<file path="config.mk">
export PLATFORM = sky130hd
export DESIGN_NAME = timer_serial_pin_mux
export DESIGN_NICKNAME = d
export VERILOG_FILES = /design/src/verilog/pin_mux_pkg.sv /design/src/verilog/timer_serial_pin_mux.sv
export SDC_FILE = /design/constraint.sdc
export NUM_CORES = 1
export LEC_CHECK = 0
export ABC_AREA = 1
export BUFFER_PORTS_ARGS = -buffer_cell sky130_fd_sc_hd__buf_2
export CORE_ASPECT_RATIO = 0.8
export CORE_MARGIN = 4
export CORE_UTILIZATION = 38
export DETAILED_ROUTE_END_ITERATION = 8
export GPL_TIMING_DRIVEN = 0
export PLACE_DENSITY = 0.8
export SKIP_LAST_GASP = 1
export SYNTH_ARGS = -nofsm -noshare
export SYNTH_HDL_FRONTEND = slang
export SYNTH_SLANG_ARGS = --single-unit
</file>
<file path="constraint.sdc">
create_clock -name CLOCK -period 0.8 [get_ports CLOCK]
set_input_delay 0.04 -clock CLOCK [delete_from_list [all_inputs] [get_ports CLOCK]]
set_output_delay 0.04 -clock CLOCK [all_outputs]
set_load 0.005 [all_outputs]
</file>
<file path="src/verilog/pin_mux_pkg.sv">
// Constants for the timer and serial pin multiplexer.
// Function
// - Remap bit 7 puts channel four output on B4.
// - Channel four capture follows remap bit 7.
// - Remap bit 4 clear: channel one on A0.
// - Remap bit 6 clear: channel three on A1.
// - Remap bit 5 clear: channel two on A3.
// - Timer drives only when enabled and alternate selected.
// - Four-bit config field picks each pin's function.
// - Ready-to-send owns B4 only without channel four.
// - Serial two owns A pins only without timer.
// - Ready-to-send needs config bit 5 and UART.
// - SPI config bit 4 selects master or slave.
// - A1 slave data out, master data in.
// - Two-wire pins use open-drain alternate output.
// - Mode selects which protocol reaches the pins.
// - Trace clock on A3 under three conditions.
package pin_mux_pkg;
   // ******************************************************************
   // Pin indices within the pad vectors.
   // ******************************************************************
   localparam int PIN_A0 = 0;
   localparam int PIN_A1 = 1;
   localparam int PIN_A2 = 2;
   localparam int PIN_A3 = 3;
   localparam int PIN_B4 = 4;
   localparam int PIN_COUNT = 5;
   // ******************************************************************
   // Remap option bits and config field positions.
   // ******************************************************************
   localparam int REMAP_CH1 = 4;
   localparam int REMAP_CH2 = 5;
   localparam int REMAP_CH3 = 6;
   localparam int REMAP_CH4 = 7;
   localparam int FIELD_A0_LSB = 0;
   localparam int FIELD_A1_LSB = 4;
   localparam int FIELD_A2_LSB = 8;
   localparam int FIELD_A3_LSB = 12;
   localparam int FIELD_B4_LSB = 0;
   localparam int FIELD_WIDTH = 4;
   localparam int UART_RTS_ENABLE_BIT = 5;
   localparam int SPI_MASTER_BIT = 4;
   // ******************************************************************
   // Pin config field encodings.
   // ******************************************************************
   localparam logic [3:0] CFG_GPIO_OUT = 4'h1;
   localparam logic [3:0] CFG_GPIO_OPEN_DRAIN = 4'h5;
   localparam logic [3:0] CFG_ALT_OUT = 4'h9;
   localparam logic [3:0] CFG_ALT_OPEN_DRAIN = 4'hd;
   // ******************************************************************
   // Serial controller protocol selections.
   // ******************************************************************
   typedef enum logic [1:0]
   {
      PROTOCOL_OFF = 2'h0,
      PROTOCOL_UART = 2'h1,
      PROTOCOL_SPI = 2'h2,
      PROTOCOL_TWO_WIRE = 2'h3
   } protocol_t;
   // ******************************************************************
   // Reset values.
   // ******************************************************************
   localparam logic [4:0] RESET_PAD_OUT = 5'h00;
   localparam logic [4:0] RESET_PAD_OE_N = 5'h1f;
   localparam logic [3:0] RESET_CAPTURE = 4'h0;
endpackage

</file>
<file path="src/verilog/timer_serial_pin_mux.sv">
// Pin multiplexer for timer two, serial controllers one and two and trace clock.
`timescale 1ns/1ps
module timer_serial_pin_mux
(
   input wire logic CLOCK,
   input wire logic RESET,
   input wire logic [7:0] TIMER2_REMAP_OPTION,
   input wire logic [3:0] TIMER2_CHANNEL_OUTPUT_ENABLE,
   input wire logic [3:0] PORTB_HIGH_PIN_CONFIG,
   input wire logic [15:0] PORTA_LOW_PIN_CONFIG,
   input wire logic [7:0] SERIAL1_UART_CONFIG,
   input wire logic [1:0] SERIAL1_PROTOCOL_SELECT,
   input wire logic [1:0] SERIAL2_PROTOCOL_SELECT,
   input wire logic [7:0] SERIAL1_SPI_CONFIG,
   input wire logic [7:0] SERIAL2_SPI_CONFIG,
   input wire logic CPU_TRACE_ENABLE,
   input wire logic CPU_TRACE_CLOCK,
   input wire logic [3:0] TIMER2_CHANNEL_OUT,
   input wire logic [3:0] TIMER2_REMAPPED_CAPTURE_IN,
   output logic [3:0] TIMER2_CAPTURE_IN,
   input wire logic SERIAL1_READY_TO_SEND_N,
   output logic SERIAL1_SLAVE_SELECT_N,
   input wire logic SERIAL2_MASTER_OUT,
   output logic SERIAL2_SLAVE_IN,
   input wire logic SERIAL2_SLAVE_OUT,
   output logic SERIAL2_MASTER_IN,
   input wire logic SERIAL2_TWOWIRE_DATA_OUT,
   output logic SERIAL2_TWOWIRE_DATA_IN,
   input wire logic SERIAL2_TWOWIRE_CLOCK_OUT,
   output logic SERIAL2_TWOWIRE_CLOCK_IN,
   input wire logic SERIAL2_SPI_CLOCK_OUT,
   output logic SERIAL2_SPI_CLOCK_IN,
   output logic SERIAL2_SLAVE_SELECT_N,
   input wire logic [4:0] GPIO_OUT_DATA,
   output logic [4:0] GPIO_IN_DATA,
   input wire logic [4:0] PAD_IN,
   output logic [4:0] PAD_OUT,
   output logic [4:0] PAD_OE_N
);
   // ******************************************************************
   // Helpers.
   // ******************************************************************
   function automatic logic is_alt(input logic [3:0] field);
      is_alt = (field == pin_mux_pkg::CFG_ALT_OUT) || (field == pin_mux_pkg::CFG_ALT_OPEN_DRAIN);
   endfunction

   // Open drain only pulls low; a high level is left to the board pull-up.
   function automatic logic [1:0] drive(input logic value, input logic open_drain);
      drive = open_drain ? {1'b0, value} : {value, 1'b0};
   endfunction

   logic [3:0] field_a0;
   logic [3:0] field_a1;
   logic [3:0] field_a2;
   logic [3:0] field_a3;
   logic [3:0] field_b4;
   logic [3:0] timer_here;
   logic ch4_on_b4;
   logic s1_uart;
   logic s1_spi_slave;
   logic s2_spi;
   logic s2_twi;
   logic s2_master;
   logic [4:0] next_pad_out;
   logic [4:0] next_pad_oe_n;
   logic [3:0] next_capture;

   // Each pin has its own four-bit function field.
   assign field_a0 = PORTA_LOW_PIN_CONFIG[pin_mux_pkg::FIELD_A0_LSB +: pin_mux_pkg::FIELD_WIDTH];
   assign field_a1 = PORTA_LOW_PIN_CONFIG[pin_mux_pkg::FIELD_A1_LSB +: pin_mux_pkg::FIELD_WIDTH];
   assign field_a2 = PORTA_LOW_PIN_CONFIG[pin_mux_pkg::FIELD_A2_LSB +: pin_mux_pkg::FIELD_WIDTH];
   assign field_a3 = PORTA_LOW_PIN_CONFIG[pin_mux_pkg::FIELD_A3_LSB +: pin_mux_pkg::FIELD_WIDTH];
   assign field_b4 = PORTB_HIGH_PIN_CONFIG[pin_mux_pkg::FIELD_B4_LSB +: pin_mux_pkg::FIELD_WIDTH];

   // ******************************************************************
   // Timer ownership: a channel claims a pin when enabled and mapped.
   // ******************************************************************
   assign timer_here[0] = TIMER2_CHANNEL_OUTPUT_ENABLE[0]
      && !TIMER2_REMAP_OPTION[pin_mux_pkg::REMAP_CH1];
   assign timer_here[1] = TIMER2_CHANNEL_OUTPUT_ENABLE[2]
      && !TIMER2_REMAP_OPTION[pin_mux_pkg::REMAP_CH3];
   assign timer_here[2] = TIMER2_CHANNEL_OUTPUT_ENABLE[3]
      && !TIMER2_REMAP_OPTION[pin_mux_pkg::REMAP_CH4];
   assign timer_here[3] = TIMER2_CHANNEL_OUTPUT_ENABLE[1]
      && !TIMER2_REMAP_OPTION[pin_mux_pkg::REMAP_CH2];
   assign ch4_on_b4 = TIMER2_CHANNEL_OUTPUT_ENABLE[3]
      && TIMER2_REMAP_OPTION[pin_mux_pkg::REMAP_CH4];

   // ******************************************************************
   // Serial controller modes and roles.
   // ******************************************************************
   assign s1_uart = SERIAL1_PROTOCOL_SELECT == pin_mux_pkg::PROTOCOL_UART;
   assign s1_spi_slave = (SERIAL1_PROTOCOL_SELECT == pin_mux_pkg::PROTOCOL_SPI)
      && !SERIAL1_SPI_CONFIG[pin_mux_pkg::SPI_MASTER_BIT];
   assign s2_spi = SERIAL2_PROTOCOL_SELECT == pin_mux_pkg::PROTOCOL_SPI;
   assign s2_twi = SERIAL2_PROTOCOL_SELECT == pin_mux_pkg::PROTOCOL_TWO_WIRE;
   assign s2_master = SERIAL2_SPI_CONFIG[pin_mux_pkg::SPI_MASTER_BIT];

   // ******************************************************************
   // Pad drive selection.
   // ******************************************************************
   always_comb
   begin
      next_pad_out = pin_mux_pkg::RESET_PAD_OUT;
      next_pad_oe_n = pin_mux_pkg::RESET_PAD_OE_N;
      // Port A pin zero: channel one, else master data out.
      if (is_alt(field_a0))
      begin
         if (timer_here[0])
         begin
            {next_pad_out[0], next_pad_oe_n[0]} = drive(TIMER2_CHANNEL_OUT[0],
               field_a0 == pin_mux_pkg::CFG_ALT_OPEN_DRAIN);
         end
         else if (s2_spi && s2_master)
         begin
            {next_pad_out[0], next_pad_oe_n[0]} = drive(SERIAL2_MASTER_OUT,
               field_a0 == pin_mux_pkg::CFG_ALT_OPEN_DRAIN);
         end
      end
      // Port A pin one: channel three, else two-wire data or slave data out.
      if (is_alt(field_a1))
      begin
         if (timer_here[1])
         begin
            {next_pad_out[1], next_pad_oe_n[1]} = drive(TIMER2_CHANNEL_OUT[2],
               field_a1 == pin_mux_pkg::CFG_ALT_OPEN_DRAIN);
         end
         else if (s2_twi && field_a1 == pin_mux_pkg::CFG_ALT_OPEN_DRAIN)
         begin
            {next_pad_out[1], next_pad_oe_n[1]} = drive(SERIAL2_TWOWIRE_DATA_OUT, 1'b1);
         end
         else if (s2_spi && !s2_master)
         begin
            {next_pad_out[1], next_pad_oe_n[1]} = drive(SERIAL2_SLAVE_OUT,
               field_a1 == pin_mux_pkg::CFG_ALT_OPEN_DRAIN);
         end
      end
      // Port A pin two: channel four, else two-wire clock or SPI clock.
      if (is_alt(field_a2))
      begin
         if (timer_here[2])
         begin
            {next_pad_out[2], next_pad_oe_n[2]} = drive(TIMER2_CHANNEL_OUT[3],
               field_a2 == pin_mux_pkg::CFG_ALT_OPEN_DRAIN);
         end
         else if (s2_twi && field_a2 == pin_mux_pkg::CFG_ALT_OPEN_DRAIN)
         begin
            {next_pad_out[2], next_pad_oe_n[2]} = drive(SERIAL2_TWOWIRE_CLOCK_OUT, 1'b1);
         end
         else if (s2_spi && s2_master)
         begin
            {next_pad_out[2], next_pad_oe_n[2]} = drive(SERIAL2_SPI_CLOCK_OUT,
               field_a2 == pin_mux_pkg::CFG_ALT_OPEN_DRAIN);
         end
      end
      // Port A pin three: channel two, else trace clock.
      if (is_alt(field_a3))
      begin
         if (timer_here[3])
         begin
            {next_pad_out[3], next_pad_oe_n[3]} = drive(TIMER2_CHANNEL_OUT[1],
               field_a3 == pin_mux_pkg::CFG_ALT_OPEN_DRAIN);
         end
         else if (CPU_TRACE_ENABLE)
         begin
            {next_pad_out[3], next_pad_oe_n[3]} = drive(CPU_TRACE_CLOCK,
               field_a3 == pin_mux_pkg::CFG_ALT_OPEN_DRAIN);
         end
      end
      // Port B pin four: remapped channel four, else ready-to-send.
      if (is_alt(field_b4))
      begin
         if (ch4_on_b4)
         begin
            {next_pad_out[4], next_pad_oe_n[4]} = drive(TIMER2_CHANNEL_OUT[3],
               field_b4 == pin_mux_pkg::CFG_ALT_OPEN_DRAIN);
         end
         else if (s1_uart && SERIAL1_UART_CONFIG[pin_mux_pkg::UART_RTS_ENABLE_BIT])
         begin
            {next_pad_out[4], next_pad_oe_n[4]} = drive(SERIAL1_READY_TO_SEND_N,
               field_b4 == pin_mux_pkg::CFG_ALT_OPEN_DRAIN);
         end
      end
      // Pins without an alternate function fall back to the port registers.
      if (!is_alt(field_a0))
      begin
         {next_pad_out[0], next_pad_oe_n[0]} = {GPIO_OUT_DATA[0],
            !(field_a0 == pin_mux_pkg::CFG_GPIO_OUT)};
         if (field_a0 == pin_mux_pkg::CFG_GPIO_OPEN_DRAIN)
         begin
            {next_pad_out[0], next_pad_oe_n[0]} = drive(GPIO_OUT_DATA[0], 1'b1);
         end
      end
      if (!is_alt(field_a1))
      begin
         {next_pad_out[1], next_pad_oe_n[1]} = {GPIO_OUT_DATA[1],
            !(field_a1 == pin_mux_pkg::CFG_GPIO_OUT)};
         if (field_a1 == pin_mux_pkg::CFG_GPIO_OPEN_DRAIN)
         begin
            {next_pad_out[1], next_pad_oe_n[1]} = drive(GPIO_OUT_DATA[1], 1'b1);
         end
      end
      if (!is_alt(field_a2))
      begin
         {next_pad_out[2], next_pad_oe_n[2]} = {GPIO_OUT_DATA[2],
            !(field_a2 == pin_mux_pkg::CFG_GPIO_OUT)};
         if (field_a2 == pin_mux_pkg::CFG_GPIO_OPEN_DRAIN)
         begin
            {next_pad_out[2], next_pad_oe_n[2]} = drive(GPIO_OUT_DATA[2], 1'b1);
         end
      end
      if (!is_alt(field_a3))
      begin
         {next_pad_out[3], next_pad_oe_n[3]} = {GPIO_OUT_DATA[3],
            !(field_a3 == pin_mux_pkg::CFG_GPIO_OUT)};
         if (field_a3 == pin_mux_pkg::CFG_GPIO_OPEN_DRAIN)
         begin
            {next_pad_out[3], next_pad_oe_n[3]} = drive(GPIO_OUT_DATA[3], 1'b1);
         end
      end
      if (!is_alt(field_b4))
      begin
         {next_pad_out[4], next_pad_oe_n[4]} = {GPIO_OUT_DATA[4],
            !(field_b4 == pin_mux_pkg::CFG_GPIO_OUT)};
         if (field_b4 == pin_mux_pkg::CFG_GPIO_OPEN_DRAIN)
         begin
            {next_pad_out[4], next_pad_oe_n[4]} = drive(GPIO_OUT_DATA[4], 1'b1);
         end
      end
   end

   // ******************************************************************
   // Capture sources.
   // ******************************************************************
   always_comb
   begin
      next_capture = TIMER2_REMAPPED_CAPTURE_IN;
      if (!TIMER2_REMAP_OPTION[pin_mux_pkg::REMAP_CH1])
      begin
         next_capture[0] = PAD_IN[pin_mux_pkg::PIN_A0];
      end
      if (!TIMER2_REMAP_OPTION[pin_mux_pkg::REMAP_CH2])
      begin
         next_capture[1] = PAD_IN[pin_mux_pkg::PIN_A3];
      end
      if (!TIMER2_REMAP_OPTION[pin_mux_pkg::REMAP_CH3])
      begin
         next_capture[2] = PAD_IN[pin_mux_pkg::PIN_A1];
      end
      next_capture[3] = TIMER2_REMAP_OPTION[pin_mux_pkg::REMAP_CH4]
         ? PAD_IN[pin_mux_pkg::PIN_B4] : PAD_IN[pin_mux_pkg::PIN_A2];
   end

   // ******************************************************************
   // Registered pad outputs.
   // ******************************************************************
   // Registering costs one cycle of latency, so the trace clock on the pad
   // is a sampled copy and only suits trace clocks well below CLOCK.
   always_ff @(posedge CLOCK or posedge RESET)
   begin
      if (RESET)
      begin
         PAD_OUT <= pin_mux_pkg::RESET_PAD_OUT;
         PAD_OE_N <= pin_mux_pkg::RESET_PAD_OE_N;
      end
      else
      begin
         PAD_OUT <= next_pad_out;
         PAD_OE_N <= next_pad_oe_n;
      end
   end

   always_ff @(posedge CLOCK or posedge RESET)
   begin
      if (RESET)
      begin
         TIMER2_CAPTURE_IN <= pin_mux_pkg::RESET_CAPTURE;
      end
      else
      begin
         TIMER2_CAPTURE_IN <= next_capture;
      end
   end

   // ******************************************************************
   // Registered serial inputs; idle levels when the role does not apply.
   // ******************************************************************
   always_ff @(posedge CLOCK or posedge RESET)
   begin
      if (RESET)
      begin
         SERIAL1_SLAVE_SELECT_N <= 1'b1;
         SERIAL2_SLAVE_IN <= 1'b0;
         SERIAL2_MASTER_IN <= 1'b0;
         SERIAL2_TWOWIRE_DATA_IN <= 1'b1;
         SERIAL2_TWOWIRE_CLOCK_IN <= 1'b1;
         SERIAL2_SPI_CLOCK_IN <= 1'b0;
         SERIAL2_SLAVE_SELECT_N <= 1'b1;
         GPIO_IN_DATA <= 5'h00;
      end
      else
      begin
         SERIAL1_SLAVE_SELECT_N <= s1_spi_slave ? PAD_IN[pin_mux_pkg::PIN_B4] : 1'b1;
         SERIAL2_SLAVE_IN <= (s2_spi && !s2_master) ? PAD_IN[pin_mux_pkg::PIN_A0] : 1'b0;
         SERIAL2_MASTER_IN <= (s2_spi && s2_master) ? PAD_IN[pin_mux_pkg::PIN_A1] : 1'b0;
         SERIAL2_TWOWIRE_DATA_IN <= s2_twi ? PAD_IN[pin_mux_pkg::PIN_A1] : 1'b1;
         SERIAL2_TWOWIRE_CLOCK_IN <= s2_twi ? PAD_IN[pin_mux_pkg::PIN_A2] : 1'b1;
         SERIAL2_SPI_CLOCK_IN <= (s2_spi && !s2_master) ? PAD_IN[pin_mux_pkg::PIN_A2] : 1'b0;
         SERIAL2_SLAVE_SELECT_N <= (s2_spi && !s2_master) ? PAD_IN[pin_mux_pkg::PIN_A3] : 1'b1;
         GPIO_IN_DATA <= PAD_IN;
      end
   end
endmodule

</file>
==> results by group <==
Status
  • Status: finished, violations left
  • Violated checks: negative hold slack, negative setup slack

Critical path
  • Crit path cell chain: buf_2
  • CP max-delay cell: dfstp_2
  • Startpoint class of the critical path: flop
  • Crit path from: SERIAL2_TWOWIRE_CLOCK_IN
  • Worst path max stage delay: 0.53 ns
  • Crit path DAT: 0.90 ns
  • Critical Path End Type: primary output
  • Top delay family on crit path: flip-flops
  • Critical path required time: 0.76 ns
  • Maximum fanout along the worst path: 1
  • Critical path buffers and inverters: 1
  • WS Path Type: flop to primary output

STA
  • Hold slack final: -0.00831 ns
  • Setup WS post-layout: -0.140 ns
  • Max-slew headroom: 0.344
  • RSZ-0062 raised after global routing: yes
  • Slew @ Worst Pin: 0.983 ns
  • Min cycle time layout: 0.940 ns
  • Final Max Slew Viols: 0
  • Fin crit share: 1.17
  • Setup TNS: -1.15 ns
  • Setup violators final: 11
  • Fmax: 1060 MHz
  • Endpoints failing hold: 17

Synthesis
  • Synth unique cells: 15
  • Top cell type's share of synthesized area: 0.322
  • Sequential-to-total area share from yosys stat: 0.500
  • Syn Area/Cell: 7.23 sq um
  • Post-synth EDFFs: 0
  • Post-synthesis cell count: 183
  • Yosys warnings: 0
  • Synth Register Bits: 26
  • Most common flop cell mapped by yosys: dfrtp_1
  • Mapped Nets: 271
  • Area leader, netlist: dfrtp_1
  • Async S/R FF share, synth: 1.00
  • Synth Cell Area: 1320 sq um
  • Synth top area cells: dfrtp_1 32%, dfstp_2 18%, nand2_1 17%

GRT
  • First-pass GRT wire length: 5.37 mm
  • GRT met2 Usage: 0.295
  • Total GRT Usage: 0.156
  • GR peak layer: met2
  • Initial antenna violation count: 0
  • GR Layer Usage met3: 0.0348
  • Gr ovfl total: 0
  • Largest net degree at the start of global routing: 27
  • Met1 Use GR: 0.179
  • Vias in the first global route: 1,288

Die
  • Placement row count: 18
  • I/O pins: 114
  • Die Ht: 60.8 microns
  • DIE WIDTH: 74.0 microns
  • Core area: 3220 sq um
  • Initial Util: 0.411
  • Die area: 4490 sq um

Final layout
  • # fillers: 290
  • Most common cell after layout, fill and taps aside: buf_2
  • Register Area: 662 sq um
  • Most frequent cells in the layout: 82 x buf_2, 60 x nand2_1, 34 x inv_1
  • Area grow syn2layout: 58.9%
  • Post-layout nets: 382
  • Diode count: 0
  • Design Area, Final: 2100 sq um
  • Layout cells sized above 1: 0.352
  • Fin cells: 333
  • Multi-input gate area in the final layout: 536 sq um

Clocking
  • Htree depth: 1
  • CTS sink cnt: 26
  • Num CTS Buffers: 3
  • Clk slew on worst S/H paths: 0.09 ns
  • Root Buffer: clkbuf_8
  • CTS tree: yes
  • Max Buffers Root-to-Sink: 2

Power and ir drop
  • Net Sw Frac: 0.229
  • Sequential power share: 0.460
  • Combinational share of power: 0.196
  • Pwr/cell area: 1470 nW/um^2
  • Leakage power: 1.21 nW
  • Clk network pwr share: 0.344
  • Int Power: 2.38 mW
  • Net switching power: 705 uW
  • Peak VDD IR: 1.48 mV

Placed design
  • GPL Wtd Cong: 0.806
  • Placed Cells: 310
  • Final HPWL DP: 2.59 mm
  • DP Area: 1810 sq um
  • Port-buffer cells: 87

Run
  • MaxCap Viol Count: 0

Routing
  • DR vias: 1,485
  • Final ANT Viol Nets: 0
  • # DRC: 0
  • Vias per Instance: 4.46
  • Iter 0 DRT Violations: 55
  • WL final: 3.53 mm
  • Routed length per instance: 10.6 microns
  • TritonRoute pass-1 iters: 6

Min path
  • Hold Path Class: input port to async pin
kinds of logic (layout without fill, tap and decap cells):
family | after synthesis | in the layout | share of synthesized area
simple gates | 106 | 106 | 0.330
buf+inv | 34 | 144 | 0.0965
flops | 26 | 26 | 0.500
compound gates | 17 | 17 | 0.0728
area by class of cell:
type | instances | share of cell area
repair buffers | 106 | 0.312
flip-flops and latches | 26 | 0.315
clock buffers | 3 | 0.0196
clock inverters | 1 | 0.0143
inverters | 34 | 0.0607
multi-input cells | 123 | 0.255
well taps | 40 | 0.0238
sequential cells by signal, indices dropped and copies added, names as in the netlist:
register and count:
SERIAL2_TWOWIRE_CLOCK_IN 1, PAD_OE_N 5, TIMER2_CAPTURE_IN 4, SERIAL2_SLAVE_SELECT_N 1
SERIAL2_MASTER_IN 1, SERIAL2_SLAVE_IN 1, PAD_OUT 5, SERIAL2_SPI_CLOCK_IN 1
SERIAL2_TWOWIRE_DATA_IN 1, SERIAL1_SLAVE_SELECT_N 1, GPIO_IN_DATA 5
Yosys cell counts, types with 2 or more instances:
library cell	count
nor2_1	24
nand2_1	60
nand3_1	14
dfstp_2	9
o21ai_0	12
nor2_2	2
dfrtp_1	17
o211ai_1	2
nor3_1	2
inv_1	34
nand3b_1	3
what timing repair did:
action,4_1_cts,5_1_grt
setup endpoints to repair,25,28
resized for setup,1,5
buffers inserted,0,0
hold buffers,20,0
hold endpoints to repair,19,0
metal layers:
metal,wire (microns),vias to the layer above
li1,-,783
met4,0,0
met1,1390,649
met2,1840,53
met5,0,-
met3,302,0
stage by stage:
| step | hold WS [ns] | util | setup slack [ns] | total power, mW |
|---|---|---|---|---|
| final | -0.00831 | 0.653 | -0.140 | 3.08 |
| after detailed placement | 0.162 | 0.561 | -0.166 | 1.95 |
| after global placement | 0.162 | 0.561 | -0.127 | 1.94 |
| after floorplan | 0.0714 | - | 0.225 | 1.66 |
| after global routing | 0.0109 | 0.653 | -0.183 | 3.26 |
| after CTS | 0.000000749 | 0.648 | -0.157 | 3.12 |
power by group through the flow:
stage / registers, mW / logic (mW) / clock network, mW
detailed placement: 1.44 / 0.517 / 0
CTS: 1.41 / 0.595 / 1.11
finish: 1.42 / 0.604 / 1.06
global placement: 1.44 / 0.504 / 0
global route: 1.42 / 0.686 / 1.15
floorplan: 1.45 / 0.206 / 0
how the worst max path moves through the flow:
stage | endpoint | depth (start not counted)
after global placement | PAD_OUT[0] | 2
final | SERIAL2_TWOWIRE_CLOCK_IN | 1
after global routing | SERIAL2_TWOWIRE_CLOCK_IN | 1
after detailed placement | PAD_OUT[0] | 2
after CTS | SERIAL2_SLAVE_SELECT_N | 1
after floorplan | PAD_OUT[2] | 5
No activity file was read; power rests on OpenSTA's default activity.
